File: config.mk
export PLATFORM = sky130hd
export DESIGN_NAME = cbclk_slots
export DESIGN_NICKNAME = d
export VERILOG_FILES = /design/src/cbclk_pkg.sv /design/src/cbclk_gen.sv /design/src/cbclk_slots.sv
export SDC_FILE = /design/constraint.sdc
export NUM_CORES = 1
export LEC_CHECK = 0
export ABC_CLOCK_PERIOD_IN_PS = 2150
export BUFFER_PORTS_ARGS = -buffer_cell sky130_fd_sc_hd__buf_2
export CELL_PAD_IN_SITES_DETAIL_PLACEMENT = 0
export CELL_PAD_IN_SITES_GLOBAL_PLACEMENT = 1
export CORE_MARGIN = 2
export CORE_UTILIZATION = 42
export CTS_BUF_LIST = sky130_fd_sc_hd__clkbuf_8
export CTS_CLUSTER_DIAMETER = 50
export DETAILED_ROUTE_END_ITERATION = 10
export GPL_TIMING_DRIVEN = 1
export PLACE_DENSITY_LB_ADDON = 0.1
export REMOVE_ABC_BUFFERS = 1
export SLEW_MARGIN = 20
export SYNTH_ARGS = -nofsm -noshare
export SYNTH_HDL_FRONTEND = slang
export SYNTH_HIERARCHICAL = 1
export SYNTH_SLANG_ARGS = --single-unit
export TNS_END_PERCENT = 1
File: constraint.sdc
create_clock -name core_clk -period 2.15 [get_ports core_clk]
set_clock_uncertainty 0.15 [all_clocks]
set_input_delay 0.43 -clock core_clk [delete_from_list [all_inputs] [get_ports core_clk]]
set_output_delay 0.43 -clock core_clk [all_outputs]
set_load 0.03 [all_outputs]
File: src/cbclk_pkg.sv
// constants, states and carriers for the slot clock, clock-run and reset logic
// What this block does
// - Every slot signal except reset, clock-run, interrupt, status change, audio, card detect and voltage sense is sampled on the slot clock rising edge.
// - In normal running the slot clock has the same frequency as the host bus clock.
// - To save power the slot clock may be slowed or stopped, and when stopped it is held low.
// - The bridge tells the card of a coming clock slowdown through the clock-run line.
// - The slot clock-run handshake follows the host bus clock-run protocol and signalling.
// - While slot reset is asserted the bridge drives the card signals to valid levels.
// - Slot reset may be asserted at any time but is released only on a slot clock edge.
package cbclk_pkg;

	localparam int unsigned CBCLK_SLOTS      = 2;
	localparam int unsigned CBCLK_SLOW_DIV   = 4;   // host clock periods per slowed slot clock
	localparam int unsigned CBCLK_WATCH_EDGES = 4;  // slot clock edges the card has to object
	localparam logic [2:0]  CBCLK_CNT_ZERO   = 3'h0;
	localparam logic [2:0]  CBCLK_CNT_ONE    = 3'h1;

	// gray ordered: run, slow, stop
	typedef enum logic [1:0] {
		CBCLK_MODE_RUN  = 2'h0,
		CBCLK_MODE_SLOW = 2'h1,
		CBCLK_MODE_STOP = 2'h3
	} cbclk_mode_t;

	// clock-run sequencer, gray along run, deassert, watch, idle, restart
	typedef enum logic [2:0] {
		CBCLK_ST_RUN      = 3'h0,
		CBCLK_ST_DEASSERT = 3'h1,
		CBCLK_ST_WATCH    = 3'h3,
		CBCLK_ST_IDLE     = 3'h2,
		CBCLK_ST_RESTART  = 3'h6
	} cbclk_state_t;

	// requests from the bridge core for one slot
	typedef struct packed {
		logic power_save;   // ask to slow or stop the slot clock
		logic slow_not_stop; // 1 slows, 0 stops
		logic reset_req;    // slot reset wanted
	} cbclk_ctrl_t;

	// an open-drain style pin as output value and enable
	typedef struct packed {
		logic o;
		logic oe;
	} cbclk_pin_t;

endpackage : cbclk_pkg

File: src/cbclk_gen.sv
// slot clock generator mirroring or dividing the synchronised host clock
`timescale 1ns/100ps
module cbclk_gen #(
	parameter int unsigned SLOW_DIV = cbclk_pkg::CBCLK_SLOW_DIV
) (
	input  wire logic                core_clk,
	input  wire logic                arst_n,
	input  wire logic                host_rise,
	input  wire logic                host_fall,
	input  wire cbclk_pkg::cbclk_mode_t mode,
	output logic                     slot_clock,
	output logic                     rise_pulse,
	output logic                     rise_next
);

	localparam int unsigned CW = (SLOW_DIV > 2) ? $clog2(SLOW_DIV) : 1;
	localparam logic [CW-1:0] DIV_LAST = CW'(SLOW_DIV - 1);
	localparam logic [CW-1:0] DIV_ZERO = '0;
	localparam logic [CW-1:0] DIV_ONE  = CW'(1);

	// a divider below two cannot give a slowed clock
	if (SLOW_DIV < 2) begin : g_bad_div
		$error("cbclk_gen: SLOW_DIV must be at least 2");
	end

	typedef struct packed {
		logic          clk_out;
		logic          rise;
		logic [CW-1:0] div_cnt;
	} cbclk_gen_state_t;

	cbclk_gen_state_t s_reg;
	cbclk_gen_state_t s_next;

	// high on a host rise when allowed, low on every host fall: a stop never cuts a high phase
	always_comb begin
		s_next = s_reg;
		s_next.rise = 1'b0;
		if (host_rise) begin
			if (mode == cbclk_pkg::CBCLK_MODE_RUN ||
			    (mode == cbclk_pkg::CBCLK_MODE_SLOW && s_reg.div_cnt == DIV_ZERO)) begin
				s_next.clk_out = 1'b1;
				s_next.rise = ~s_reg.clk_out;
			end
			if (mode == cbclk_pkg::CBCLK_MODE_SLOW) begin
				s_next.div_cnt = (s_reg.div_cnt == DIV_LAST) ? DIV_ZERO
				                                            : CW'(s_reg.div_cnt + DIV_ONE);
			end else begin
				s_next.div_cnt = DIV_ZERO;
			end
		end
		if (host_fall)
			s_next.clk_out = 1'b0;
	end

	always_ff @(posedge core_clk or negedge arst_n) begin
		if (!arst_n)
			s_reg <= '0;
		else
			s_reg <= s_next;
	end

	assign slot_clock = s_reg.clk_out;
	assign rise_pulse = s_reg.rise;
	assign rise_next  = s_next.rise;

	a_run_follows_host: assert property (@(posedge core_clk) disable iff (!arst_n)
		host_rise && mode == cbclk_pkg::CBCLK_MODE_RUN |=> slot_clock)
		else $error("slot clock did not follow host clock rise");

	a_stop_holds_low: assert property (@(posedge core_clk) disable iff (!arst_n)
		mode == cbclk_pkg::CBCLK_MODE_STOP && !slot_clock |=> !slot_clock)
		else $error("stopped slot clock left the low state");

	a_sample_on_rise: assert property (@(posedge core_clk) disable iff (!arst_n)
		rise_pulse |-> slot_clock && !$past(slot_clock))
		else $error("sample pulse not on a slot clock rising edge");

endmodule : cbclk_gen

File: src/cbclk_slots.sv
// clock, clock-run and reset control for both slots of the bridge
`timescale 1ns/100ps
module cbclk_slots #(
	parameter int unsigned SLOTS       = cbclk_pkg::CBCLK_SLOTS,
	parameter int unsigned SLOW_DIV    = cbclk_pkg::CBCLK_SLOW_DIV,
	parameter int unsigned WATCH_EDGES = cbclk_pkg::CBCLK_WATCH_EDGES
) (
	input  wire logic                              core_clk,
	input  wire logic                              arst_n,
	input  wire logic                              host_pci_clk,
	input  wire cbclk_pkg::cbclk_ctrl_t [SLOTS-1:0] slot_ctrl,
	input  wire logic [SLOTS-1:0]                  slot_clock_run_in,
	output logic [SLOTS-1:0]                       slot_clock,
	output cbclk_pkg::cbclk_pin_t [SLOTS-1:0]      slot_clock_run,
	output logic [SLOTS-1:0]                       slot_reset_n,
	output logic [SLOTS-1:0]                       slot_park_en,
	output logic [SLOTS-1:0]                       slot_sample_en,
	output logic [SLOTS-1:0]                       slot_clock_reduced
);

	localparam logic [2:0] WATCH_LAST = 3'(WATCH_EDGES - 1);

	// the edge counter is three bits wide
	if (SLOTS < 1 || WATCH_EDGES < 1 || WATCH_EDGES > 8) begin : g_bad_param
		$error("cbclk_slots: SLOTS must be positive and WATCH_EDGES in 1..8");
	end

	// per-slot sequencer state
	typedef struct packed {
		cbclk_pkg::cbclk_state_t state;
		logic [2:0]             edge_cnt;
		logic                   slowed;
		logic                   run_o;
		logic                   run_oe;
		logic                   rst_n;
		logic                   park;
		logic                   cr_s1;
		logic                   cr_s2;
		logic                   reduced;
	} cbclk_slot_t;

	typedef struct packed {
		logic        host_s1;
		logic        host_s2;
		logic        host_s3;
		cbclk_slot_t [SLOTS-1:0] slot;
	} cbclk_top_t;

	cbclk_top_t s_reg;
	cbclk_top_t s_next;

	logic                   host_rise;
	logic                   host_fall;
	logic [SLOTS-1:0]       rise_next_w;
	logic [SLOTS-1:0]       rise_pulse_w;
	logic [SLOTS-1:0]       clock_w;
	cbclk_pkg::cbclk_mode_t mode_w [SLOTS];

	// host clock edges taken only from the second and third flop, never the first
	assign host_rise = s_reg.host_s2 & ~s_reg.host_s3;
	assign host_fall = ~s_reg.host_s2 & s_reg.host_s3;

	// clock mode follows the sequencer; a pending reset keeps the clock alive so it can release
	always_comb begin
		for (int i = 0; i < SLOTS; i++) begin
			if (s_reg.slot[i].state == cbclk_pkg::CBCLK_ST_IDLE && !s_reg.slot[i].park)
				mode_w[i] = s_reg.slot[i].slowed ? cbclk_pkg::CBCLK_MODE_SLOW
				                                 : cbclk_pkg::CBCLK_MODE_STOP;
			else
				mode_w[i] = cbclk_pkg::CBCLK_MODE_RUN;
		end
	end

	// one generator per slot, fully independent
	for (genvar g = 0; g < SLOTS; g++) begin : g_slot
		cbclk_gen #(
			.SLOW_DIV (SLOW_DIV)
		) u_gen (
			.core_clk   (core_clk),
			.arst_n     (arst_n),
			.host_rise  (host_rise),
			.host_fall  (host_fall),
			.mode       (mode_w[g]),
			.slot_clock (clock_w[g]),
			.rise_pulse (rise_pulse_w[g]),
			.rise_next  (rise_next_w[g])
		);
	end

	// clock-run handshake and slot reset sequencing
	always_comb begin
		s_next = s_reg;
		s_next.host_s1 = host_pci_clk;
		s_next.host_s2 = s_reg.host_s1;
		s_next.host_s3 = s_reg.host_s2;
		for (int i = 0; i < SLOTS; i++) begin
			s_next.slot[i].cr_s1 = slot_clock_run_in[i];
			s_next.slot[i].cr_s2 = s_reg.slot[i].cr_s1;
			unique case (s_reg.slot[i].state)
				cbclk_pkg::CBCLK_ST_RUN: begin
					if (slot_ctrl[i].power_save && !slot_ctrl[i].reset_req && rise_next_w[i]) begin
						s_next.slot[i].state = cbclk_pkg::CBCLK_ST_DEASSERT;
						s_next.slot[i].slowed = slot_ctrl[i].slow_not_stop;
					end
				end
				cbclk_pkg::CBCLK_ST_DEASSERT: begin
					if (rise_next_w[i]) begin
						s_next.slot[i].state = cbclk_pkg::CBCLK_ST_WATCH;
						s_next.slot[i].edge_cnt = cbclk_pkg::CBCLK_CNT_ZERO;
					end
				end
				cbclk_pkg::CBCLK_ST_WATCH: begin
					if (!s_reg.slot[i].cr_s2 || !slot_ctrl[i].power_save) begin
						s_next.slot[i].state = cbclk_pkg::CBCLK_ST_RUN;
					end else if (rise_next_w[i]) begin
						if (s_reg.slot[i].edge_cnt == WATCH_LAST)
							s_next.slot[i].state = cbclk_pkg::CBCLK_ST_IDLE;
						else
							s_next.slot[i].edge_cnt =
								3'(s_reg.slot[i].edge_cnt + cbclk_pkg::CBCLK_CNT_ONE);
					end
				end
				cbclk_pkg::CBCLK_ST_IDLE: begin
					// a card pull-down or our own wake-up restarts the clock
					if (!s_reg.slot[i].cr_s2 || !slot_ctrl[i].power_save || slot_ctrl[i].reset_req)
						s_next.slot[i].state = cbclk_pkg::CBCLK_ST_RESTART;
				end
				cbclk_pkg::CBCLK_ST_RESTART: begin
					if (rise_next_w[i])
						s_next.slot[i].state = cbclk_pkg::CBCLK_ST_RUN;
				end
				default: begin
					s_next.slot[i].state = cbclk_pkg::CBCLK_ST_RUN;
				end
			endcase
			// drive low while running, high for one clock to announce, released otherwise
			unique case (s_next.slot[i].state)
				cbclk_pkg::CBCLK_ST_RUN,
				cbclk_pkg::CBCLK_ST_RESTART: begin
					s_next.slot[i].run_o  = 1'b0;
					s_next.slot[i].run_oe = 1'b1;
				end
				cbclk_pkg::CBCLK_ST_DEASSERT: begin
					s_next.slot[i].run_o  = 1'b1;
					s_next.slot[i].run_oe = 1'b1;
				end
				default: begin
					s_next.slot[i].run_o  = 1'b1;
					s_next.slot[i].run_oe = 1'b0;
				end
			endcase
			// registered so the reduced flag leaves from a flop, not a decode
			s_next.slot[i].reduced = (s_next.slot[i].state == cbclk_pkg::CBCLK_ST_IDLE);
			// assert at once, release only together with a slot clock rise
			if (slot_ctrl[i].reset_req) begin
				s_next.slot[i].rst_n = 1'b0;
				s_next.slot[i].park  = 1'b1;
			end else if (!s_reg.slot[i].rst_n && rise_next_w[i]) begin
				s_next.slot[i].rst_n = 1'b1;
				s_next.slot[i].park  = 1'b0;
			end
		end
	end

	// reset leaves the slot in reset, parked, with the clock running
	always_ff @(posedge core_clk or negedge arst_n) begin
		if (!arst_n) begin
			s_reg <= '0;
			for (int i = 0; i < SLOTS; i++) begin
				s_reg.slot[i].state  <= cbclk_pkg::CBCLK_ST_RUN;
				s_reg.slot[i].run_oe <= 1'b1;
				s_reg.slot[i].park   <= 1'b1;
				s_reg.slot[i].cr_s1  <= 1'b1;
				s_reg.slot[i].cr_s2  <= 1'b1;
			end
		end else begin
			s_reg <= s_next;
		end
	end

	// outputs straight from the registers
	always_comb begin
		for (int i = 0; i < SLOTS; i++) begin
			slot_clock_run[i].o   = s_reg.slot[i].run_o;
			slot_clock_run[i].oe  = s_reg.slot[i].run_oe;
			slot_reset_n[i]       = s_reg.slot[i].rst_n;
			slot_park_en[i]       = s_reg.slot[i].park;
			slot_clock_reduced[i] = s_reg.slot[i].reduced;
		end
	end
	assign slot_clock     = clock_w;
	assign slot_sample_en = rise_pulse_w;

	for (genvar g = 0; g < SLOTS; g++) begin : g_chk
		a_deassert_drive: assert property (@(posedge core_clk) disable iff (!arst_n)
			s_reg.slot[g].state == cbclk_pkg::CBCLK_ST_DEASSERT
			|-> s_reg.slot[g].run_oe && s_reg.slot[g].run_o)
			else $error("clock-run not driven high while announcing slowdown");

		a_run_drive_low: assert property (@(posedge core_clk) disable iff (!arst_n)
			s_reg.slot[g].state == cbclk_pkg::CBCLK_ST_RUN
			|-> s_reg.slot[g].run_oe && !s_reg.slot[g].run_o)
			else $error("clock-run not driven low while clock runs");

		a_card_restart: assert property (@(posedge core_clk) disable iff (!arst_n)
			s_reg.slot[g].state == cbclk_pkg::CBCLK_ST_IDLE && !s_reg.slot[g].cr_s2
			|=> s_reg.slot[g].state == cbclk_pkg::CBCLK_ST_RESTART)
			else $error("card clock request ignored");

		a_reset_parks: assert property (@(posedge core_clk) disable iff (!arst_n)
			!slot_reset_n[g] |-> slot_park_en[g])
			else $error("slot in reset while signals not parked");

		a_reset_release: assert property (@(posedge core_clk) disable iff (!arst_n)
			$rose(slot_reset_n[g]) |-> $rose(slot_clock[g]))
			else $error("slot reset released off a slot clock edge");

		a_reset_assert: assert property (@(posedge core_clk) disable iff (!arst_n)
			slot_ctrl[g].reset_req |=> !slot_reset_n[g])
			else $error("slot reset not asserted at once");
	end

endmodule : cbclk_slots

Word level (Yosys, flattened, before mapping)
Cells that the tools add are included.
{"block": "op_classes", "n_addsub": 4, "n_mux": 42, "reduce_logical": 49, "n_eq_ne": 28, "bitwise_logic": 6}
{"op": "3-bit 2-to-1 mux", "n": 14}
{"op": "3-bit case mux with 5 select lines", "n": 2}
{"op": "2-bit 2-to-1 mux", "n": 14}
{"op": "3-bit by 2-bit == test with 1-bit output (second input constant)", "n": 8}
{"op": "6-bit 2-to-1 mux", "n": 4}
{"op": "2-bit nonzero test", "n": 7}
{"op": "3-bit by 1-bit == test with 1-bit output (second input constant)", "n": 4}
{"op": "3-bit == test (second input constant)", "n": 4}
{"op": "3-bit zero test", "n": 4}
{"op": "3-bit case mux with 2 select lines", "n": 2}
{"op": "1-bit logical AND", "n": 10}
{"op": "1-bit zero test", "n": 10}
{"op": "5-bit AND reduction", "n": 2}
{"op": "2-bit zero test", "n": 4}
{"op": "4-bit 2-to-1 mux", "n": 2}
{"op": "2-bit by 1-bit != test with 1-bit output (second input constant)", "n": 4}
{"op": "2-bit != test (second input constant)", "n": 4}
{"op": "2-bit case mux with 2 select lines", "n": 2}
{"op": "2-bit AND reduction", "n": 4}
{"op": "3-bit by 1-bit adder with 3-bit output (second input constant)", "n": 2}
{"op": "1-bit logical OR", "n": 6}
{"op": "2-bit by 1-bit adder with 2-bit output (second input constant)", "n": 2}
{"op": "2-bit by 1-bit == test with 1-bit output (second input constant)", "n": 2}
{"op": "2-bit == test (second input constant)", "n": 2}
{"op": "other kinds (4)", "n": 10}
{"block": "totals", "elab_cells": 158, "inputBits": 11, "register_bits": 39}

Depth between registers and ports, before layout
Gate-level depths: netlist (run 1).
{"block": "depth", "ltp_word": 14, "mapped_depth": 10, "ltp_nobuf": 9}

Modules after synthesis
The synthesis (run 1) kept the hierarchy.
{"mod": "cbclk_slots", "area_each_um2": 1446.4, "instances": 1, "seq_area_each_um2": 785.8, "cells_per_inst": 130}
{"mod": "cbclk_gen", "area_each_um2": 190.2, "instances": 2, "seq_area_each_um2": 100.1, "cells_per_inst": 18}

Least setup slack after synthesis (run 1)
No wires, ideal clock.
{"block": "synth_path", "kind": "register to register", "startpoint": "register s_reg (netlist bit s_next[28])", "endpoint": "register s_reg (netlist bit slot_clock_run[1])", "setup_slack_ps": 54, "period_less_slack_ps": 2096, "path_stages_with_launch": 9, "setup_ps": 128, "t_arrival_ps": 1818, "required_time_ps": 1872, "n_path_buf": 0, "cell_sequence": "dfrtp_1 -> nor2b_1 -> and2b_2 -> o21ai_2 -> nor2_1 -> and2_1 -> o21ai_0 -> a31o_2 -> nand2b_1"}
{"element": "from (decl)", "line": "cbclk_slots.sv:49", "rtl": "cbclk_top_t s_reg;"}
{"element": "from (signal assigned)", "line": "cbclk_slots.sv:177", "rtl": "s_reg <= s_next;"}

==> flow_summary_export.csv, run 1 <==
group,metric,value,unit
timing,holdWs,0.04039,ns
power,ir_drop,0.4844,mV
place,io_buffer_count,24,
drt,num_vias,1297,
floorplan,die_y,69.95,um
worst_setup_path,critical_path_class,"reg2reg",
drt,drc,0,
worst_setup_path,critPathCaptureType,"flip-flop",
worst_setup_path,startpoint_type,"flip-flop",
worst_setup_path,critPathMaxStageDelay,0.38,ns
timing,finalHoldViolCount,0,
timing,slew_headroom,0.6785,
synth,yosys_most_used_dff,"dfrtp_1",
layout,drive_above_1_share,0.3515,
worst_hold_path,hold_class,"in2async",
timing,fin_crit,2.079,ns
place,placedCellCount,240,
place,post_dp_cell_area,2006,um2
worst_setup_path,r2r-end,"s_reg[9]",
synth,yosysTopAreaCell,"dfrtp_1",
job,cap_violations,0,
drt,antenna_left,0,
timing,worst_slew_pin_slew,0.4822,ns
worst_setup_path,r2r-start,"s_reg[11]",
timing,fmaxAchievable,481.0,MHz
clock_network,clock_path_buffers,2,
clock_network,insertion_delay,0.28,ns
worst_setup_path,cp_cell_sequence,"nand2b_4 -> nor4_4 -> and2b_2 -> o21ai_4 -> nor2_4 -> nand3b_1 -> nor2_2 -> a22o_1 -> a22o_1",
timing,rsz0062_at_grt,"true",
power,powerDensity,1017,nW/um2
synth,avgSynthCellArea,11.00,um2
layout,diodes,0,
clock_network,clock-root-buffer,"clkbuf_8",
floorplan,coreArea,4086,um2
clock_network,cts_buffers,5,
worst_setup_path,slowest_stage,"dfrtp_1",
clock_network,clkTransAtPathRegs,0.07,ns
clock_network,cts_tree,"built",
drt,routedWlPerCell,12.74,um
worst_setup_path,cp.arrival,2.10,ns
outcome,status,"finished clean",
drt,routed_wl,3.210,mm
floorplan,io-pin-count,25,
drt,vias_per_cell,5.147,
place,dp_slack,-0.1453,ns
layout,areaGrowthSynthToFinish,21.10,%
floorplan,rows,23,
synth,mappedNetlistArea,1827,um2
synth,synth_top_cells_by_count,"dfrtp_1 (31), inv_1 (13), nand2_1 (12)",
worst_setup_path,worstPathRequired,2.17,ns
synth,yosysWarnings,6,
worst_setup_path,cp_max_fo,7,
layout,final_area,2212,um2
clock_network,hold_buffers,0,
global_route,grt_use_total,0.1493,
timing,setup_tns,0,ns
synth,synth_edf_count,0,
drt,dr.first_iter.drc_count,43,
synth,yosysMostFrequentCell,"dfrtp_1",
synth,synth-seq-cells,39,
layout,finalNonFillerCells,252,
global_route,grt_pass1_vias,1303,
timing,slew_violations,0,
layout,fin_nets,220,
floorplan,die_w,69.95,um
clock_network,cts.sinks,39,
layout,largest_reg_flops,17,
place,gp_congestion,0.8535,
power,p_leak,1.020,nW
global_route,grt_pass1_wl,5.796,mm
floorplan,die_area,4893,um2
timing,fin_ws,0.07118,ns
place,hpwl,2.381,mm
worst_setup_path,crit_path_frequent_cell,"a22o_1",
timing,setup_viol,0,
timing,period_share,0.9669,
synth,async_reset_ff_frac,1.000,
synth,ys_seq_area_frac,0.5397,
drt,drtPass1Iterations,4,
synth,synth_top_area_frac,0.4247,
global_route,grt_remaining_overflow,0,
synth,ys_top_cells_by_area,"dfrtp_1 (42%), dfstp_2 (12%), ha_1 (5.5%)",
global_route,antenna_found_initial,0,
worst_setup_path,ff2ff_path_depth,9,
floorplan,start_util,0.4470,
worst_setup_path,reg2reg_slack,0.07,ns
synth,syn_inst,166,
global_route,grt_max_degree,40,
synth,yosysUniqueCellTypes,40,
clock_network,cts_max_level,2,
## power by group
group          internal [mW]  total, mW  switching [mW]
Combinational          0.274      0.680           0.406
Clock                  0.375      0.618           0.243
Sequential             0.875      0.952          0.0767
Total                   1.52       2.25           0.725
## how the worst max path moves through the flow
stage               startpoint                end  depth (start not counted)
2_1_floorplan  slot_park_en[0]  slot_clock_run[1]                          8
3_3_place_gp         s_reg[11]           s_reg[9]                          9
3_5_place_dp         s_reg[11]           s_reg[9]                          9
4_1_cts              s_reg[11]           s_reg[9]                          9
5_1_grt              s_reg[11]           s_reg[9]                          9
6_report             s_reg[11]           s_reg[9]                          9
## layout make-up
type | count | area (um2)
inverters | 13 | 48.80
clock inverters | 2 | 35.03
multi-input cells | 103 | 764.5
well taps | 50 | 62.56
clock buffers | 6 | 82.58
flip-flops and latches | 39 | 985.9
repair buffers | 39 | 232.7
fillers | 370 | 1874
## timing repair
item	4_1_cts	5_1_grt
pin swaps	1	4
setup endpoints to repair	9	11
cloned	0	0
buffers inserted	0	4
resized for setup	3	9
## stage by stage
stage	utilization	total power, mW
finish	0.5413	2.250
global route	0.5413	2.396
CTS	0.5224	2.243
detailed placement	0.4908	1.604
global placement	0.4908	1.592
floorplan	-	1.378
## worst max-delay path, delay by kind of cell, from the launching register on
family,cells,cell delay [ns]
flip-flops,1,0.38
AO/OA/AOI/OAI,3,0.43
AND/OR/NAND/NOR,6,1.00
## per-layer routing
layer  track usage  part of all wire  wire (um)
met5             0                 0          0
met4       0.05769             0.013         42
met3       0.04618             0.034        109
met2        0.2497              0.49       1568
met1        0.1798              0.46       1489
## cells in the final DEF (no fill, tap or decap), types with 2 or more instances in the layout
cell | synthesis | layout
dfstp_2 | 8 | 8
a21o_1 | 2 | 2
nor2_4 | 0 | 2
nor2b_1 | 5 | 5
o22ai_1 | 2 | 2
a22o_1 | 3 | 3
buf_4 | 10 | 15
mux2_1 | 2 | 2
o21ai_1 | 3 | 3
nor2_1 | 11 | 8
a21oi_1 | 5 | 5
and2b_2 | 2 | 2
clkbuf_8 | 0 | 6
nand3b_1 | 5 | 5
o21ai_0 | 2 | 2
nand2b_1 | 9 | 8
nand3_1 | 5 | 5
nand2_1 | 12 | 12
nor3_1 | 5 | 4
o32ai_1 | 2 | 2
ha_1 | 8 | 8
inv_1 | 13 | 13
buf_2 | 0 | 24
dfrtp_1 | 31 | 31
## logic make-up (layout without fill, tap and decap cells)
kind of cell | count (synthesis) | count (layout) | share of synthesized area
multiplexers | 2 | 2 | 0.01233
flip-flops | 39 | 39 | 0.5397
adder cells (fa/ha/maj) | 8 | 8 | 0.05480
AO/OA/AOI/OAI | 30 | 30 | 0.1253
buffers and inverters | 24 | 60 | 0.07397
AND/OR/NAND/NOR | 63 | 63 | 0.1938
No activity file was read; power rests on OpenSTA's default activity.
==> run 2: changes to the inputs <==
- CORE_UTILIZATION: 42 -> 40
- CTS_BUF_LIST: sky130_fd_sc_hd__clkbuf_8 -> unset
==> run 2 against run 1 <==
Against the previous run:
- final cell count is 0.40% higher
- first-iteration DRC count grew 14%
- clock power fell by 22%
- critical path depth did not move
- register-to-register slack improved by 0.03 ns
- utilization decreased by 4.6 points
- final area down 1.8%
- worst setup slack improved by 0.030 ns
- sequential share of layout area up 0.80 points
- sequential power down 0.7%
- power decreased by 6.2%
- global-route usage down 1.4 points
- highest routed layer unchanged
==> flow_summary_export.csv, run 2 (synthesized netlist as in run 1, its figures left out) <==
group,metric,value,unit
outcome,status,"finished clean",
drt,dr.first_iter.drc_count,49,
floorplan,die_area,5124,um2
clock_network,clkTransAtPathRegs,0.08,ns
timing,fin_crit,2.048,ns
worst_setup_path,ff2ff_path_depth,9,
layout,final_cell_mix,"dfrtp_1 (31), buf_2 (24), buf_4 (14)",
layout,final_common_cell,"dfrtp_1",
worst_setup_path,startpoint_type,"flip-flop",
timing,rsz0062_at_grt,"true",
worst_setup_path,cp_top_family,"simple AND/OR/NAND/NOR gates",
power,ir_drop,0.3504,mV
worst_setup_path,reg2reg_slack,0.10,ns
global_route,grt_use_total,0.1354,
drt,routedWlPerCell,12.37,um
worst_setup_path,critPathCaptureType,"flip-flop",
timing,worst_slew_pin_slew,0.4794,ns
power,finalPower,2.110,mW
place,dp_slack,-0.01437,ns
clock_network,clock-root-buffer,"clkbuf_8",
global_route,grt_pass1_vias,1212,
global_route,grt_remaining_overflow,0,
worst_setup_path,crit_path_frequent_cell,"a22o_1",
clock_network,cts.sinks,39,
clock_network,cts_buffers,5,
floorplan,die_w,71.58,um
drt,routed_wl,3.129,mm
worst_setup_path,critPathMaxStageDelay,0.39,ns
global_route,grt_pass1_wl,5.444,mm
worst_setup_path,slowest_stage,"dfrtp_1",
layout,diodes,0,
clock_network,clock_path_buffers,2,
drt,drtPass1Iterations,4,
place,post_dp_cell_area,2016,um2
layout,areaGrowthSynthToFinish,18.97,%
timing,period_share,0.9527,
drt,num_vias,1260,
floorplan,rows,24,
power,powerDensity,970.7,nW/um2
layout,final_area,2173,um2
clock_network,insertion_delay,0.28,ns
layout,largest_reg_flops,17,
worst_setup_path,critical_path_class,"reg2reg",
layout,drive_above_1_share,0.3483,
drt,antenna_left,0,
worst_setup_path,path_buf_inv,0,
floorplan,coreArea,4384,um2
timing,slew_violations,0,
worst_setup_path,r2r-start,"s_reg[11]",
drt,drc,0,
job,cap_violations,0,
timing,setup_tns,0,ns
timing,fmaxAchievable,488.2,MHz
timing,setup_viol,0,
layout,fin_nets,219,
floorplan,die_y,71.58,um
place,hpwl,2.270,mm
place,gp_congestion,0.7413,
power,swShare,0.3490,
clock_network,cts_max_level,2,
clock_network,cts_tree,"built",
global_route,grt_max_degree,40,
worst_setup_path,cp_cell_sequence,"nand2b_4 -> nor4_4 -> and2b_2 -> o21ai_4 -> nor2_4 -> nand3b_1 -> nor2_1 -> a22o_1 -> a22o_1",
worst_setup_path,r2r-end,"s_reg[9]",
power,power_frac_clock,0.228,
power,internal_power,1.373,mW
worst_setup_path,worstPathRequired,2.18,ns
timing,slew_headroom,0.6804,
power,power_frac_seq,0.448,
floorplan,start_util,0.4167,
timing,fin_ws,0.1017,ns
floorplan,io-pin-count,25,
power,pwr-share-comb,0.324,
worst_setup_path,crit_start,"s_reg[11]",
power,p_leak,0.9946,nW
worst_setup_path,cp.arrival,2.08,ns
timing,finalHoldViolCount,0,
place,io_buffer_count,24,
global_route,antenna_found_initial,0,
power,power.switching,0.7362,mW
worst_setup_path,cp_max_fo,7,
worst_hold_path,hold_class,"in2async",
drt,vias_per_cell,4.980,
## run 2: layout make-up
class                           instances  area [um2]
Clock buffer                            5       68.82
Clock inverter                          3       20.02
Fill cell                             394        2211
Inverter                               13       48.80
Multi-Input combinational cell        103       759.5
Sequential cell                        39       985.9
Tap cell                               52       65.06
Timing Repair Buffer                   38       225.2
## run 2: through the flow
step | instances | hold WS (ns) | util
3_3_place_gp | 243 | 0.1851 | 0.4598
2_1_floorplan | 155 | -0.01559 | -
6_report | 253 | 0.03537 | 0.4957
5_1_grt | 253 | 0.06508 | 0.4957
4_1_cts | 251 | 0.04706 | 0.4812
3_5_place_dp | 243 | 0.1862 | 0.4598
## run 2: worst max-delay path by stage
| stage | end | slack (ns) | cells after the start |
|---|---|---|---|
| floorplan | slot_clock_run[1] | -0.02 | 8 |
| global placement | s_reg[22] | 0.02 | 9 |
| detailed placement | slot_clock_run[1] | -0.01 | 8 |
| CTS | s_reg[9] | 0.03 | 9 |
| global route | s_reg[9] | -0.005 | 9 |
| finish | s_reg[9] | 0.10 | 9 |
## run 2: what timing repair did
item / 4_1_cts / 5_1_grt
resized for setup: 2 / 8
pin swaps: 0 / 4
setup buffers: 0 / 2
hold buffers: 0 / 0
setup endpoints to repair: 5 / 9
## run 2: power groups by stage
stage / Sequential [mW] / Clock (mW) / Combinational (mW)
floorplan: 1.10 / 0 / 0.279
global route: 0.964 / 0.547 / 0.748
detailed placement: 0.941 / 0 / 0.662
finish: 0.945 / 0.481 / 0.684
CTS: 0.929 / 0.513 / 0.665
global placement: 0.943 / 0 / 0.656
## run 2: per-layer routing
layer | wire [um] | GRT usage | vias to the layer above | share of wire
met2 | 1529 | 0.2191 | 30 | 0.49
met1 | 1395 | 0.1738 | 592 | 0.45
met3 | 155 | 0.03797 | 5 | 0.050
met4 | 49 | 0.05031 | 0 | 0.016
met5 | 0 | 0 | - | 0
li1 | - | - | 633 | -
